[src/design/clock_ctrl_pkg.sv]
// Package of register map, field layout, reset values and timing for the clock control block.
package clock_ctrl_pkg;

    // Register bus geometry.
    localparam int ADDR_W = 8;
    localparam int DATA_W = 32;

    // Register byte offsets.
    localparam logic [7:0] OFS_SRC_CFG    = 8'h00;
    localparam logic [7:0] OFS_PLL_MUL    = 8'h04;
    localparam logic [7:0] OFS_DIV_CFG    = 8'h08;
    localparam logic [7:0] OFS_OSC_CTRL   = 8'h0C;
    localparam logic [7:0] OFS_STATUS     = 8'h10;
    localparam logic [7:0] OFS_IRQ_STAT   = 8'h14;
    localparam logic [7:0] OFS_IRQ_CLR    = 8'h18;
    localparam logic [7:0] OFS_IRQ_EN     = 8'h1C;
    localparam logic [7:0] OFS_STANDBY    = 8'h20;
    localparam logic [7:0] OFS_STOP_CLR   = 8'h24;

    // Field positions of the source configuration register.
    localparam int SRC_LSB      = 0;
    localparam int EXT_CLK_BIT  = 2;
    localparam int HIRC_HI_BIT  = 4;

    // Field positions of the divider register: one field per derived clock.
    localparam int DIV_STRIDE   = 4;
    localparam int DIV_CORE     = 0;
    localparam int DIV_FAST     = 1;
    localparam int DIV_SLOW     = 2;
    localparam int DIV_CONV     = 3;
    localparam int DIV_FLASH    = 4;
    localparam int DIV_COUNT    = 5;

    // Field positions of the oscillator control and status registers.
    localparam int DET_EN_BIT   = 0;
    localparam int STOP_IRQ_BIT = 1;
    localparam int ST_SRC_LSB   = 0;
    localparam int ST_STOP_BIT  = 2;
    localparam int ST_RUN_BIT   = 3;
    localparam int ST_FREE_BIT  = 4;
    localparam int ST_HIZ_BIT   = 5;

    // Interrupt status bits.
    localparam int IRQ_N          = 3;
    localparam int IRQ_STOP_BIT   = 0;
    localparam int IRQ_REFUSE_BIT = 1;
    localparam int IRQ_STBY_BIT   = 2;

    // Reset values: start on the low-speed oscillator, undivided.
    localparam logic [31:0] SRC_CFG_RST  = 32'h0000_0003;
    localparam logic [4:0]  PLL_MUL_RST  = 5'h08;
    localparam logic [31:0] DIV_CFG_RST  = 32'h0000_0000;
    localparam logic [1:0]  OSC_CTRL_RST = 2'h0;

    // Multiplier in half steps: 8 is times 4, 31 is times 15.5.
    localparam logic [4:0] PLL_MUL_MIN = 5'h08;
    localparam logic [4:0] PLL_MUL_MAX = 5'h1F;

    // Frequencies in kHz.
    localparam int MAIN_MIN_KHZ  = 1000;
    localparam int MAIN_MAX_KHZ  = 20000;
    localparam int HIRC_LO_KHZ   = 32000;
    localparam int HIRC_HI_KHZ   = 64000;
    localparam int LIRC_KHZ      = 4000;
    localparam int CORE_MAX_KHZ  = 80000;
    localparam int FAST_MAX_KHZ  = 80000;
    localparam int SLOW_MAX_KHZ  = 40000;
    localparam int FLASH_MIN_KHZ = 1000;
    localparam int FLASH_MAX_KHZ = 32000;
    localparam int WDT_OSC_KHZ   = 15;

    // Oscillation stop detection time and its cycle count at 50 MHz.
    localparam int CLK_PERIOD_NS = 20;
    localparam int STOP_TIME_NS  = 10000;
    localparam int STOP_CYCLES   = STOP_TIME_NS / CLK_PERIOD_NS;

    // Clock sources in register encoding order.
    typedef enum logic [1:0] {
        SRC_MAIN,
        SRC_PLL,
        SRC_HIRC,
        SRC_LIRC
    } clk_src_t;

endpackage : clock_ctrl_pkg

[src/design/clk_div_en.sv]
// Power-of-two divider that turns source ticks into one-cycle clock enables.
`timescale 1ns/1ps
`default_nettype none
module clk_div_en #(
    parameter int DIV_W = 3
) (
    input  wire logic             clk,
    input  wire logic             rstn,
    input  wire logic             tick_in,
    input  wire logic [DIV_W-1:0] div_log2,
    output logic                  en_r
);
    localparam int CNT_W = (1 << DIV_W) - 1;

    logic [CNT_W-1:0] cnt_r;
    logic [CNT_W-1:0] mask;

    initial begin
        if (DIV_W < 1 || DIV_W > 4) begin
            $error("clk_div_en: DIV_W out of range");
        end
    end

    // Mask of the counter bits that must all be ones before an enable.
    always_comb begin
        mask = '0;
        for (int i = 0; i < CNT_W; i++) begin
            if (i < int'(div_log2)) begin
                mask[i] = 1'b1;
            end
        end
    end

    // Count source ticks; the enable rises in the cycle after the tick that wraps the count.
    always_ff @(posedge clk) begin
        if (!rstn) begin
            cnt_r <= '0;
            en_r  <= 1'b0;
        end else begin
            en_r <= tick_in && ((cnt_r & mask) == mask);
            if (tick_in) begin
                cnt_r <= ((cnt_r & mask) == mask) ? '0 : cnt_r + 1'b1;
            end
        end
    end

endmodule : clk_div_en
`default_nettype wire

[src/design/osc_stop_det.sv]
// Watchdog on the main oscillator ticks that flags a stopped oscillator.
`timescale 1ns/1ps
`default_nettype none
module osc_stop_det #(
    parameter int TIMEOUT = 500
) (
    input  wire logic clk,
    input  wire logic rstn,
    input  wire logic enable,
    input  wire logic main_tick,
    output logic      stopped_r
);
    localparam int CNT_W = $clog2(TIMEOUT + 1);
    localparam logic [CNT_W-1:0] LIMIT = CNT_W'(TIMEOUT);

    logic [CNT_W-1:0] gap_r;

    initial begin
        if (TIMEOUT < 2) begin
            $error("osc_stop_det: TIMEOUT too small");
        end
    end

    // Cycles since the last tick; a tick clears both count and flag at once.
    always_ff @(posedge clk) begin
        if (!rstn || !enable || main_tick) begin
            gap_r     <= '0;
            stopped_r <= 1'b0;
        end else if (gap_r == LIMIT) begin
            stopped_r <= 1'b1;
        end else begin
            gap_r <= gap_r + 1'b1;
        end
    end

endmodule : osc_stop_det
`default_nettype wire

[src/design/clock_ctrl.sv]
// Clock source selection, clock enable generation and main oscillator stop monitor.
//
// Overview of operation
// - Software selects main, PLL, fast internal or slow internal oscillator as source.
// - Main input is crystal or driven clock by a configuration bit, 1 to 20 MHz.
// - PLL multiplier is programmable from times 4 to times 15.5.
// - Fast internal oscillator is set to either 32 MHz or 64 MHz.
// - Separate core, peripheral, flash clocks; core 80 MHz, slower peripherals 40 MHz max.
// - Writes that would take the flash interface clock outside 1 MHz to 32 MHz are refused.
// - Watchdog runs from its own 15 kHz oscillator, apart from system sources.
// - Main oscillator stop while main selected switches source to slow internal oscillator.
// - Main oscillator stop while PLL selected keeps running on PLL free-run frequency.
// - Main oscillator stop forces motor timer outputs to high impedance.
// - That forcing acts only when the stop interrupt is enabled in output control.
// - Oscillator stop can raise an interrupt that cannot be masked.
// - Software standby entry is refused while stop detection is enabled.
`timescale 1ns/1ps
`default_nettype none
module clock_ctrl
    import clock_ctrl_pkg::*;
#(
    parameter int MAIN_KHZ   = 20000,
    parameter int DIV_W      = 3,
    parameter int STOP_LIMIT = STOP_CYCLES
) (
    input  wire logic              clk,
    input  wire logic              rstn,
    input  wire logic [ADDR_W-1:0] addr,
    input  wire logic [DATA_W-1:0] wdata,
    input  wire logic              wr_en,
    input  wire logic              rd_en,
    output logic [DATA_W-1:0]      rdata_r,
    input  wire logic              main_osc_tick,
    input  wire logic              pll_tick,
    input  wire logic              hirc_tick,
    input  wire logic              lirc_tick,
    input  wire logic              wdt_osc_tick,
    output logic                   system_core_clock,
    output logic                   fast_peripheral_clock,
    output logic                   slow_peripheral_clock,
    output logic                   converter_peripheral_clock,
    output logic                   flash_interface_clock,
    output logic                   watchdog_dedicated_clock,
    output logic [1:0]             active_src_r,
    output logic                   main_ext_clk_r,
    output logic                   hirc_64m_r,
    output logic [4:0]             pll_mul_r,
    output logic                   pll_free_run_r,
    output logic                   motor_timer_hiz_r,
    output logic                   nmi_r,
    output logic                   irq_r,
    output logic                   standby_enter_r
);

    initial begin
        if (MAIN_KHZ < MAIN_MIN_KHZ || MAIN_KHZ > MAIN_MAX_KHZ) begin
            $error("clock_ctrl: MAIN_KHZ outside the main oscillator range");
        end
        if (DIV_W < 1 || DIV_W > 4 || DIV_W > DIV_STRIDE) begin
            $error("clock_ctrl: DIV_W does not fit a divider field");
        end
        if (STOP_LIMIT < 2) begin
            $error("clock_ctrl: STOP_LIMIT too small");
        end
    end

    // Software-visible configuration state.
    clk_src_t          sel_r;
    logic [DATA_W-1:0] div_cfg_r;
    logic              det_en_r;
    logic              stop_irq_en_r;
    logic              stop_flag_r;
    logic              stopped_d_r;
    logic [IRQ_N-1:0]  irq_stat_r;
    logic [IRQ_N-1:0]  irq_en_r;

    // Decoded bus strobes and candidate values.
    logic              wr_src;
    logic              wr_pll;
    logic              wr_div;
    logic              wr_osc;
    logic              wr_irq_clr;
    logic              wr_irq_en;
    logic              wr_stby;
    logic              wr_stop_clr;
    clk_src_t          cand_src;
    logic              cand_hirc;
    logic [4:0]        cand_mul;
    logic [DATA_W-1:0] cand_div;
    logic              cand_ok;
    logic              refuse_evt;
    logic              stby_refuse_evt;
    logic              stopped;
    logic              stop_evt;
    logic              main_running;
    logic              src_tick;
    logic [IRQ_N-1:0]  irq_set;
    logic [IRQ_N-1:0]  irq_clr;
    logic [IRQ_N-1:0]  irq_stat_nxt;
    logic [DATA_W-1:0] rd_val;
    logic [DIV_COUNT-1:0] clk_en;

    // Frequency in kHz of a source under a given setting.
    function automatic logic [31:0] src_khz(input clk_src_t src, input logic [4:0] mul, input logic hirc_hi);
        logic [31:0] f;
        f = 32'(LIRC_KHZ);
        case (src)
            SRC_MAIN: f = 32'(MAIN_KHZ);
            SRC_PLL:  f = (32'(MAIN_KHZ) * 32'(mul)) >> 1;
            SRC_HIRC: f = hirc_hi ? 32'(HIRC_HI_KHZ) : 32'(HIRC_LO_KHZ);
            SRC_LIRC: f = 32'(LIRC_KHZ);
            default:  f = 32'(LIRC_KHZ);
        endcase
        return f;
    endfunction : src_khz

    // Divider field of one derived clock.
    function automatic logic [DIV_W-1:0] div_field(input logic [DATA_W-1:0] cfg, input int idx);
        return cfg[idx*DIV_STRIDE +: DIV_W];
    endfunction : div_field

    // True when every derived clock keeps its frequency limits.
    function automatic logic limits_ok(input logic [31:0] f, input logic [DATA_W-1:0] cfg);
        logic ok;
        ok = 1'b1;
        if ((f >> div_field(cfg, DIV_CORE)) > 32'(CORE_MAX_KHZ) ||
            (f >> div_field(cfg, DIV_FAST)) > 32'(FAST_MAX_KHZ) ||
            (f >> div_field(cfg, DIV_SLOW)) > 32'(SLOW_MAX_KHZ) ||
            (f >> div_field(cfg, DIV_CONV)) > 32'(SLOW_MAX_KHZ)) begin
            ok = 1'b0;
        end
        if ((f >> div_field(cfg, DIV_FLASH)) > 32'(FLASH_MAX_KHZ) ||
            (f >> div_field(cfg, DIV_FLASH)) < 32'(FLASH_MIN_KHZ)) begin
            ok = 1'b0;
        end
        return ok;
    endfunction : limits_ok

    // Address decode of the write strobes.
    assign wr_src      = wr_en && (addr == OFS_SRC_CFG);
    assign wr_pll      = wr_en && (addr == OFS_PLL_MUL);
    assign wr_div      = wr_en && (addr == OFS_DIV_CFG);
    assign wr_osc      = wr_en && (addr == OFS_OSC_CTRL);
    assign wr_irq_clr  = wr_en && (addr == OFS_IRQ_CLR);
    assign wr_irq_en   = wr_en && (addr == OFS_IRQ_EN);
    assign wr_stby     = wr_en && (addr == OFS_STANDBY) && wdata[0];
    assign wr_stop_clr = wr_en && (addr == OFS_STOP_CLR) && wdata[0];

    // The configuration that a write would produce, checked as a whole before it is taken.
    always_comb begin
        cand_src  = sel_r;
        cand_hirc = hirc_64m_r;
        cand_mul  = pll_mul_r;
        cand_div  = div_cfg_r;
        if (wr_src) begin
            cand_src  = clk_src_t'(wdata[SRC_LSB +: 2]);
            cand_hirc = wdata[HIRC_HI_BIT];
        end
        if (wr_pll) begin
            cand_mul = wdata[4:0];
        end
        if (wr_div) begin
            cand_div = wdata;
        end
    end

    // A setting that would break a frequency limit is refused and flagged instead.
    assign cand_ok = (cand_mul >= PLL_MUL_MIN) && (cand_mul <= PLL_MUL_MAX) &&
                     limits_ok(src_khz(cand_src, cand_mul, cand_hirc), cand_div);
    assign refuse_evt      = (wr_src || wr_pll || wr_div) && !cand_ok;
    assign stby_refuse_evt = wr_stby && det_en_r;

    // Source, multiplier and divider registers, updated only by accepted writes.
    always_ff @(posedge clk) begin
        if (!rstn) begin
            sel_r          <= clk_src_t'(SRC_CFG_RST[SRC_LSB +: 2]);
            main_ext_clk_r <= SRC_CFG_RST[EXT_CLK_BIT];
            hirc_64m_r     <= SRC_CFG_RST[HIRC_HI_BIT];
            pll_mul_r      <= PLL_MUL_RST;
            div_cfg_r      <= DIV_CFG_RST;
        end else if ((wr_src || wr_pll || wr_div) && cand_ok) begin
            sel_r      <= cand_src;
            hirc_64m_r <= cand_hirc;
            pll_mul_r  <= cand_mul;
            div_cfg_r  <= cand_div;
            if (wr_src) begin
                main_ext_clk_r <= wdata[EXT_CLK_BIT];
            end
        end
    end

    // Oscillator control: detection enable and the output-control interrupt enable.
    always_ff @(posedge clk) begin
        if (!rstn) begin
            det_en_r      <= OSC_CTRL_RST[DET_EN_BIT];
            stop_irq_en_r <= OSC_CTRL_RST[STOP_IRQ_BIT];
        end else if (wr_osc) begin
            det_en_r      <= wdata[DET_EN_BIT];
            stop_irq_en_r <= wdata[STOP_IRQ_BIT];
        end
    end

    // Main oscillator stop detector.
    osc_stop_det #(
        .TIMEOUT   (STOP_LIMIT)
    ) u_stop_det (
        .clk       (clk),
        .rstn      (rstn),
        .enable    (det_en_r),
        .main_tick (main_osc_tick),
        .stopped_r (stopped)
    );

    assign stop_evt     = stopped && !stopped_d_r;
    assign main_running = !stopped;

    // The stop flag is sticky; a clear is honoured only once the oscillator runs again,
    // and a new stop in the same cycle wins over the clear.
    always_ff @(posedge clk) begin
        if (!rstn) begin
            stop_flag_r <= 1'b0;
            stopped_d_r <= 1'b0;
        end else begin
            stopped_d_r <= stopped;
            if (stop_evt) begin
                stop_flag_r <= 1'b1;
            end else if (wr_stop_clr && main_running) begin
                stop_flag_r <= 1'b0;
            end
        end
    end

    // Effective source: main falls back to the slow oscillator, PLL keeps free running.
    always_ff @(posedge clk) begin
        if (!rstn) begin
            active_src_r   <= SRC_CFG_RST[SRC_LSB +: 2];
            pll_free_run_r <= 1'b0;
        end else begin
            if (stop_flag_r && sel_r == SRC_MAIN) begin
                active_src_r <= SRC_LIRC;
            end else begin
                active_src_r <= sel_r;
            end
            pll_free_run_r <= stop_flag_r && (sel_r == SRC_PLL);
        end
    end

    // Tick of the effective source that feeds every divider.
    always_comb begin
        case (clk_src_t'(active_src_r))
            SRC_MAIN: src_tick = main_osc_tick;
            SRC_PLL:  src_tick = pll_tick;
            SRC_HIRC: src_tick = hirc_tick;
            SRC_LIRC: src_tick = lirc_tick;
            default:  src_tick = lirc_tick;
        endcase
    end

    // One divider per derived clock; all share the source tick so they stay in phase.
    generate
        for (genvar g = 0; g < DIV_COUNT; g++) begin : g_div
            clk_div_en #(
                .DIV_W    (DIV_W)
            ) u_div (
                .clk      (clk),
                .rstn     (rstn),
                .tick_in  (src_tick),
                .div_log2 (div_field(div_cfg_r, g)),
                .en_r     (clk_en[g])
            );
        end
    endgenerate

    assign system_core_clock          = clk_en[DIV_CORE];
    assign fast_peripheral_clock      = clk_en[DIV_FAST];
    assign slow_peripheral_clock      = clk_en[DIV_SLOW];
    assign converter_peripheral_clock = clk_en[DIV_CONV];
    assign flash_interface_clock      = clk_en[DIV_FLASH];

    // The watchdog clock is its own oscillator tick registered one cycle, never from the selected source.
    always_ff @(posedge clk) begin
        if (!rstn) begin
            watchdog_dedicated_clock <= 1'b0;
        end else begin
            watchdog_dedicated_clock <= wdt_osc_tick;
        end
    end

    // Motor timer release and the non-maskable request both follow the sticky stop flag while the output-control interrupt enable is set.
    // The flag, not the raw detector, drives them so a brief recovery cannot re-enable outputs.
    always_ff @(posedge clk) begin
        if (!rstn) begin
            motor_timer_hiz_r <= 1'b0;
            nmi_r             <= 1'b0;
        end else begin
            motor_timer_hiz_r <= stop_flag_r && stop_irq_en_r;
            nmi_r             <= stop_flag_r && stop_irq_en_r;
        end
    end

    // Standby entry: a one-cycle grant, withheld while detection is on.
    always_ff @(posedge clk) begin
        if (!rstn) begin
            standby_enter_r <= 1'b0;
        end else begin
            standby_enter_r <= wr_stby && !det_en_r;
        end
    end

    // Sticky maskable event bits; a set in the clearing cycle survives.
    always_comb begin
        irq_set                 = '0;
        irq_set[IRQ_STOP_BIT]   = stop_evt;
        irq_set[IRQ_REFUSE_BIT] = refuse_evt;
        irq_set[IRQ_STBY_BIT]   = stby_refuse_evt;
        irq_clr                 = wr_irq_clr ? wdata[IRQ_N-1:0] : '0;
        irq_stat_nxt            = (irq_stat_r & ~irq_clr) | irq_set;
    end

    always_ff @(posedge clk) begin
        if (!rstn) begin
            irq_stat_r <= '0;
            irq_en_r   <= '0;
            irq_r      <= 1'b0;
        end else begin
            irq_stat_r <= irq_stat_nxt;
            if (wr_irq_en) begin
                irq_en_r <= wdata[IRQ_N-1:0];
            end
            irq_r <= |(irq_stat_nxt & (wr_irq_en ? wdata[IRQ_N-1:0] : irq_en_r));
        end
    end

    // Read mux; write-only and unmapped offsets read as zero.
    always_comb begin
        rd_val = '0;
        case (addr)
            OFS_SRC_CFG: begin
                rd_val[SRC_LSB +: 2]  = sel_r;
                rd_val[EXT_CLK_BIT]   = main_ext_clk_r;
                rd_val[HIRC_HI_BIT]   = hirc_64m_r;
            end
            OFS_PLL_MUL:  rd_val[4:0] = pll_mul_r;
            OFS_DIV_CFG:  rd_val = div_cfg_r;
            OFS_OSC_CTRL: begin
                rd_val[DET_EN_BIT]    = det_en_r;
                rd_val[STOP_IRQ_BIT]  = stop_irq_en_r;
            end
            OFS_STATUS: begin
                rd_val[ST_SRC_LSB +: 2] = active_src_r;
                rd_val[ST_STOP_BIT]     = stop_flag_r;
                rd_val[ST_RUN_BIT]      = main_running;
                rd_val[ST_FREE_BIT]     = pll_free_run_r;
                rd_val[ST_HIZ_BIT]      = motor_timer_hiz_r;
            end
            OFS_IRQ_STAT: rd_val[IRQ_N-1:0] = irq_stat_r;
            OFS_IRQ_EN:   rd_val[IRQ_N-1:0] = irq_en_r;
            default:      rd_val = '0;
        endcase
    end

    // Read data stand only in the cycle after the read strobe.
    always_ff @(posedge clk) begin
        if (!rstn) begin
            rdata_r <= '0;
        end else begin
            rdata_r <= rd_en ? rd_val : '0;
        end
    end

endmodule : clock_ctrl
`default_nettype wire

[config.mk]
export PLATFORM = sky130hd
export DESIGN_NAME = clock_ctrl
export DESIGN_NICKNAME = d
export VERILOG_FILES = /design/src/design/clock_ctrl_pkg.sv /design/src/design/clk_div_en.sv /design/src/design/osc_stop_det.sv /design/src/design/clock_ctrl.sv
export SDC_FILE = /design/constraint.sdc
export NUM_CORES = 1
export LEC_CHECK = 0
export ABC_AREA = 0
export BUFFER_PORTS_ARGS = -buffer_cell sky130_fd_sc_hd__buf_2
export CORE_MARGIN = 1
export CORE_UTILIZATION = 40
export DETAILED_ROUTE_END_ITERATION = 12
export PLACE_DENSITY = 0.63
export SYNTH_ARGS = -nofsm -noshare
export SYNTH_HDL_FRONTEND = slang
export SYNTH_SLANG_ARGS = --single-unit
[constraint.sdc]
create_clock -name clk -period 16 [get_ports clk]
set_input_delay 2.4 -clock clk [delete_from_list [all_inputs] [get_ports clk]]
set_output_delay 2.4 -clock clk [all_outputs]
set_load 0.05 [all_outputs]
==> key figures <==
STA
  – Total Negative Setup Slacks: 0 ps
  – Worst Tran Pin Value: approximately 1100 ps
  – Clock Skew: 8.88 ps
  – Final hold vios: 0
  – Period minus WS final: about 9800 ps
  – Max Clock Freq: about 100 MHz
  – Final hold slack: 449 ps
  – Max_slew headroom: 0.266
  – RSZ-0062 raised after global routing: false
  – Finish-stage setup viols: 0
  – Period utilization: 0.614
  – Pins over their slew limit: 0

Floorplanning
  – Row Count: between 50 and 60
  – IO Pins: around 100
  – Die width: approximately 160 µm
  – Die area: approximately 24000 µm²
  – Initial core utilization: 0.413
  – Die Ht: 156 µm
  – CORE AREA: 22900 µm²

Clock tree
  – Clk Latency, worst-skew pair: approximately 420 ps
  – CTS Sinks: 140
  – Post-CTS setup buffers: 0
  – Root Driver: clkbuf_16
  – CTS tree: done
  – Htree depth: 4
  – Cts repair resizes: 0
  – Post-CTS Hold Buffers: 0
  – Clock transition at path regs: 60 ps
  – CTS Buf Count: 17
  – CTS Buffer Depth: 2

Drt
  – Iteration count of the initial detailed-routing pass: 7
  – Vias: 9787
  – Initial drt markers: 1154
  – Drt wl/cell: 20.6 µm
  – Via density: 6.23
  – Routed WL: 32300 µm
  – Remaining DRCs: 0
  – Post-route ant nets: 0

Placed design
  – GP Congestion: 0.981
  – # port buffers: 100
  – DPL Wire Length: 23800 µm

Critical path
  – Worst Path Required: 16250 ps
  – CP Max Fanout: 14
  – Critical Path AT: 10070 ps
  – CP endpoint kind: flip-flop
  – CP Class: in2reg
  – Nature of the critical path startpoint: primary input

Synthesis
  – Mapped Area: 9460 µm²
  – Seq/Total Area, Yosys: 0.296
  – Flops & latches, synth: 140
  – Top_reg_cell synth: dfxtp_1
  – Post-Syn Instances: 1182
  – EDFF count, synth: 0
  – Syn Area/Cell: between 8 and 9 µm²
  – Post-Syn Nets: 1264
  – Number of distinct library cells after synthesis: 86
  – Share of flip-flops with an asynchronous set or reset: 0
  – Yosys warning total: 0

Cells and area
  – Layout cells sized above 1: 0.157
  – Synth-to-layout area growth: 13.9%
  – Multi-input logic area: 6240 µm²
  – Fillers: 2300
  – Most common cell after layout, fill and taps aside: dfxtp_1
  – FF/Latch Area: 2800 µm²
  – Ant. Diodes: 0
  – Most frequent cells in the layout: 140 x dfxtp_1, 133 x nand2_1, 115 x nor2_1
  – Final net count: about 1300

Power and ir drop
  – Pwr Density: approximately 73 nW/µm²
  – Lkg Pwr: 4.05 nW
  – Max VDD drop: 0.0760 mV

GRT
  – Number of global-route vias before repair: 9038
  – All-layer global routing usage: 0.268
  – Grt ovf: 0
  – Initial antenna violation count: 0
  – Largest net degree at the start of global routing: 53
  – First-pass GRT wire length: 50500 µm

Hold path
  – Worst hold path class: reg2reg

Outcome
  – Status: finished, final reports clean

Run
  – Max Cap Violations: 0
[state kept, by name, summed over array words and instances (netlist names), 2 cells and up]
name               flops
sel_r                  2
active_src_r           2
div_cfg_r             32
g_div.u_div.en_r       5
g_div.u_div.cnt_r     35
irq_stat_r             3
pll_mul_r              5
irq_en_r               3
rdata_r               32
u_stop_det.gap_r       9
[report_power, final]
part	total, mW	internal [mW]	leakage [nW]	switching [mW]
Combinational	0.0475	0.0149	2.65	0.0326
Clock	0.382	0.236	0.275	0.146
Sequential	0.354	0.351	1.13	0.00256
[synth_stat cells, types with 6 or more instances]
master	count	area, µm²
inv_1	20	75.1
a22oi_1	18	135
nor4_1	15	93.8
and2_1	30	188
a21oi_1	51	255
o211ai_1	22	165
o21ai_1	8	40.0
a211o_1	7	61.3
dfxtp_1	140	2800
a2111oi_0	6	52.6
ha_1	31	388
and3_1	8	50.1
o32ai_1	7	61.3
a311oi_1	8	70.1
nor2b_1	6	37.5
xor2_1	28	245
nand2_1	133	499
buf_2	14	70.1
a21o_1	6	45.0
o31ai_1	9	67.6
mux2_2	12	135
a31oi_1	35	219
a221oi_1	6	52.6
nand4_1	36	225
nand3_1	33	165
nor2_1	115	432
nor3_1	20	100
a211oi_1	28	210
buf_1	6	22.5
o21ai_0	61	305
mux2i_1	66	661
o2111ai_1	15	131
xnor2_1	17	149
clkbuf_1	54	203
[cell type report]
type	instances	share of cell area
clock buffer	21	0.0427
tap	313	0.0363
sequential	140	0.260
clock inverter	11	0.0110
multi-input combinational	939	0.579
inverter	22	0.00766
timing repair buffer	124	0.0632
[logic make-up after synthesis]
logic type | count (synthesis) | share of synthesized area
and+or+nand+nor | 430 | 0.221
AOI/OAI and AO/OA | 349 | 0.258
DFF | 140 | 0.296
buffers and inverters | 103 | 0.0467
muxes | 82 | 0.0915
xor gates and xnor gates | 45 | 0.0416
adders and majority gates | 33 | 0.0452
[metrics by stage]
step           setup slack (ps)  cells  area [µm²]  utilization  power, mW
3_5_place_dp               5830   1538       10200        0.445      0.408
5_1_grt                    5710   1570       10800        0.470      0.809
4_1_cts                    6280   1570       10800        0.470      0.788
2_1_floorplan              7350   1182        9460            -      0.389
3_3_place_gp               5950   1538       10200        0.445      0.407
6_report                   6180   1570       10800        0.470      0.783
[per-layer routing]
| layer | up-vias | part of all wire | global-route usage |
|---|---|---|---|
| met2 | 500 | 0.45 | 0.429 |
| li1 | 4588 | - | - |
| met5 | - | 0 | 0 |
| met4 | 0 | 0.038 | 0.143 |
| met1 | 4609 | 0.43 | 0.346 |
| met3 | 90 | 0.077 | 0.0403 |
[worst max-delay path: stages]
cell and delay, ps:
buf_2 140, nor4b_1 550, nand3_1 320, mux2i_2 630
ha_1 370, ha_1 180, or2_2 290, ha_1 300
fa_1 460, ha_1 380, a21o_1 220, a221oi_1 480
xnor2_1 360, nand4_1 200, nand3_1 210, o21ai_1 140
o21a_1 210, nor4_1 670, o2111ai_1 490, nor3_2 680
buf_4 320, a211oi_1 90
[path summary, 6_finish.rpt]
kind                                   start                        end  slack (ps)  cells after the start
setup / recovery                     addr[1]  div_cfg_r[9]$_SDFFE_PN0P_        6180                     22
hold reg to reg   div_cfg_r[22]$_SDFFE_PN0P_     rdata_r[22]$_SDFF_PN0_         450                      1
setup reg to reg   pll_mul_r[3]$_SDFFE_PN1P_  div_cfg_r[9]$_SDFFE_PN0P_        8860                     19
hold / removal    div_cfg_r[22]$_SDFFE_PN0P_     rdata_r[22]$_SDFF_PN0_         450                      1
Power figures use the tool's default switching activity.
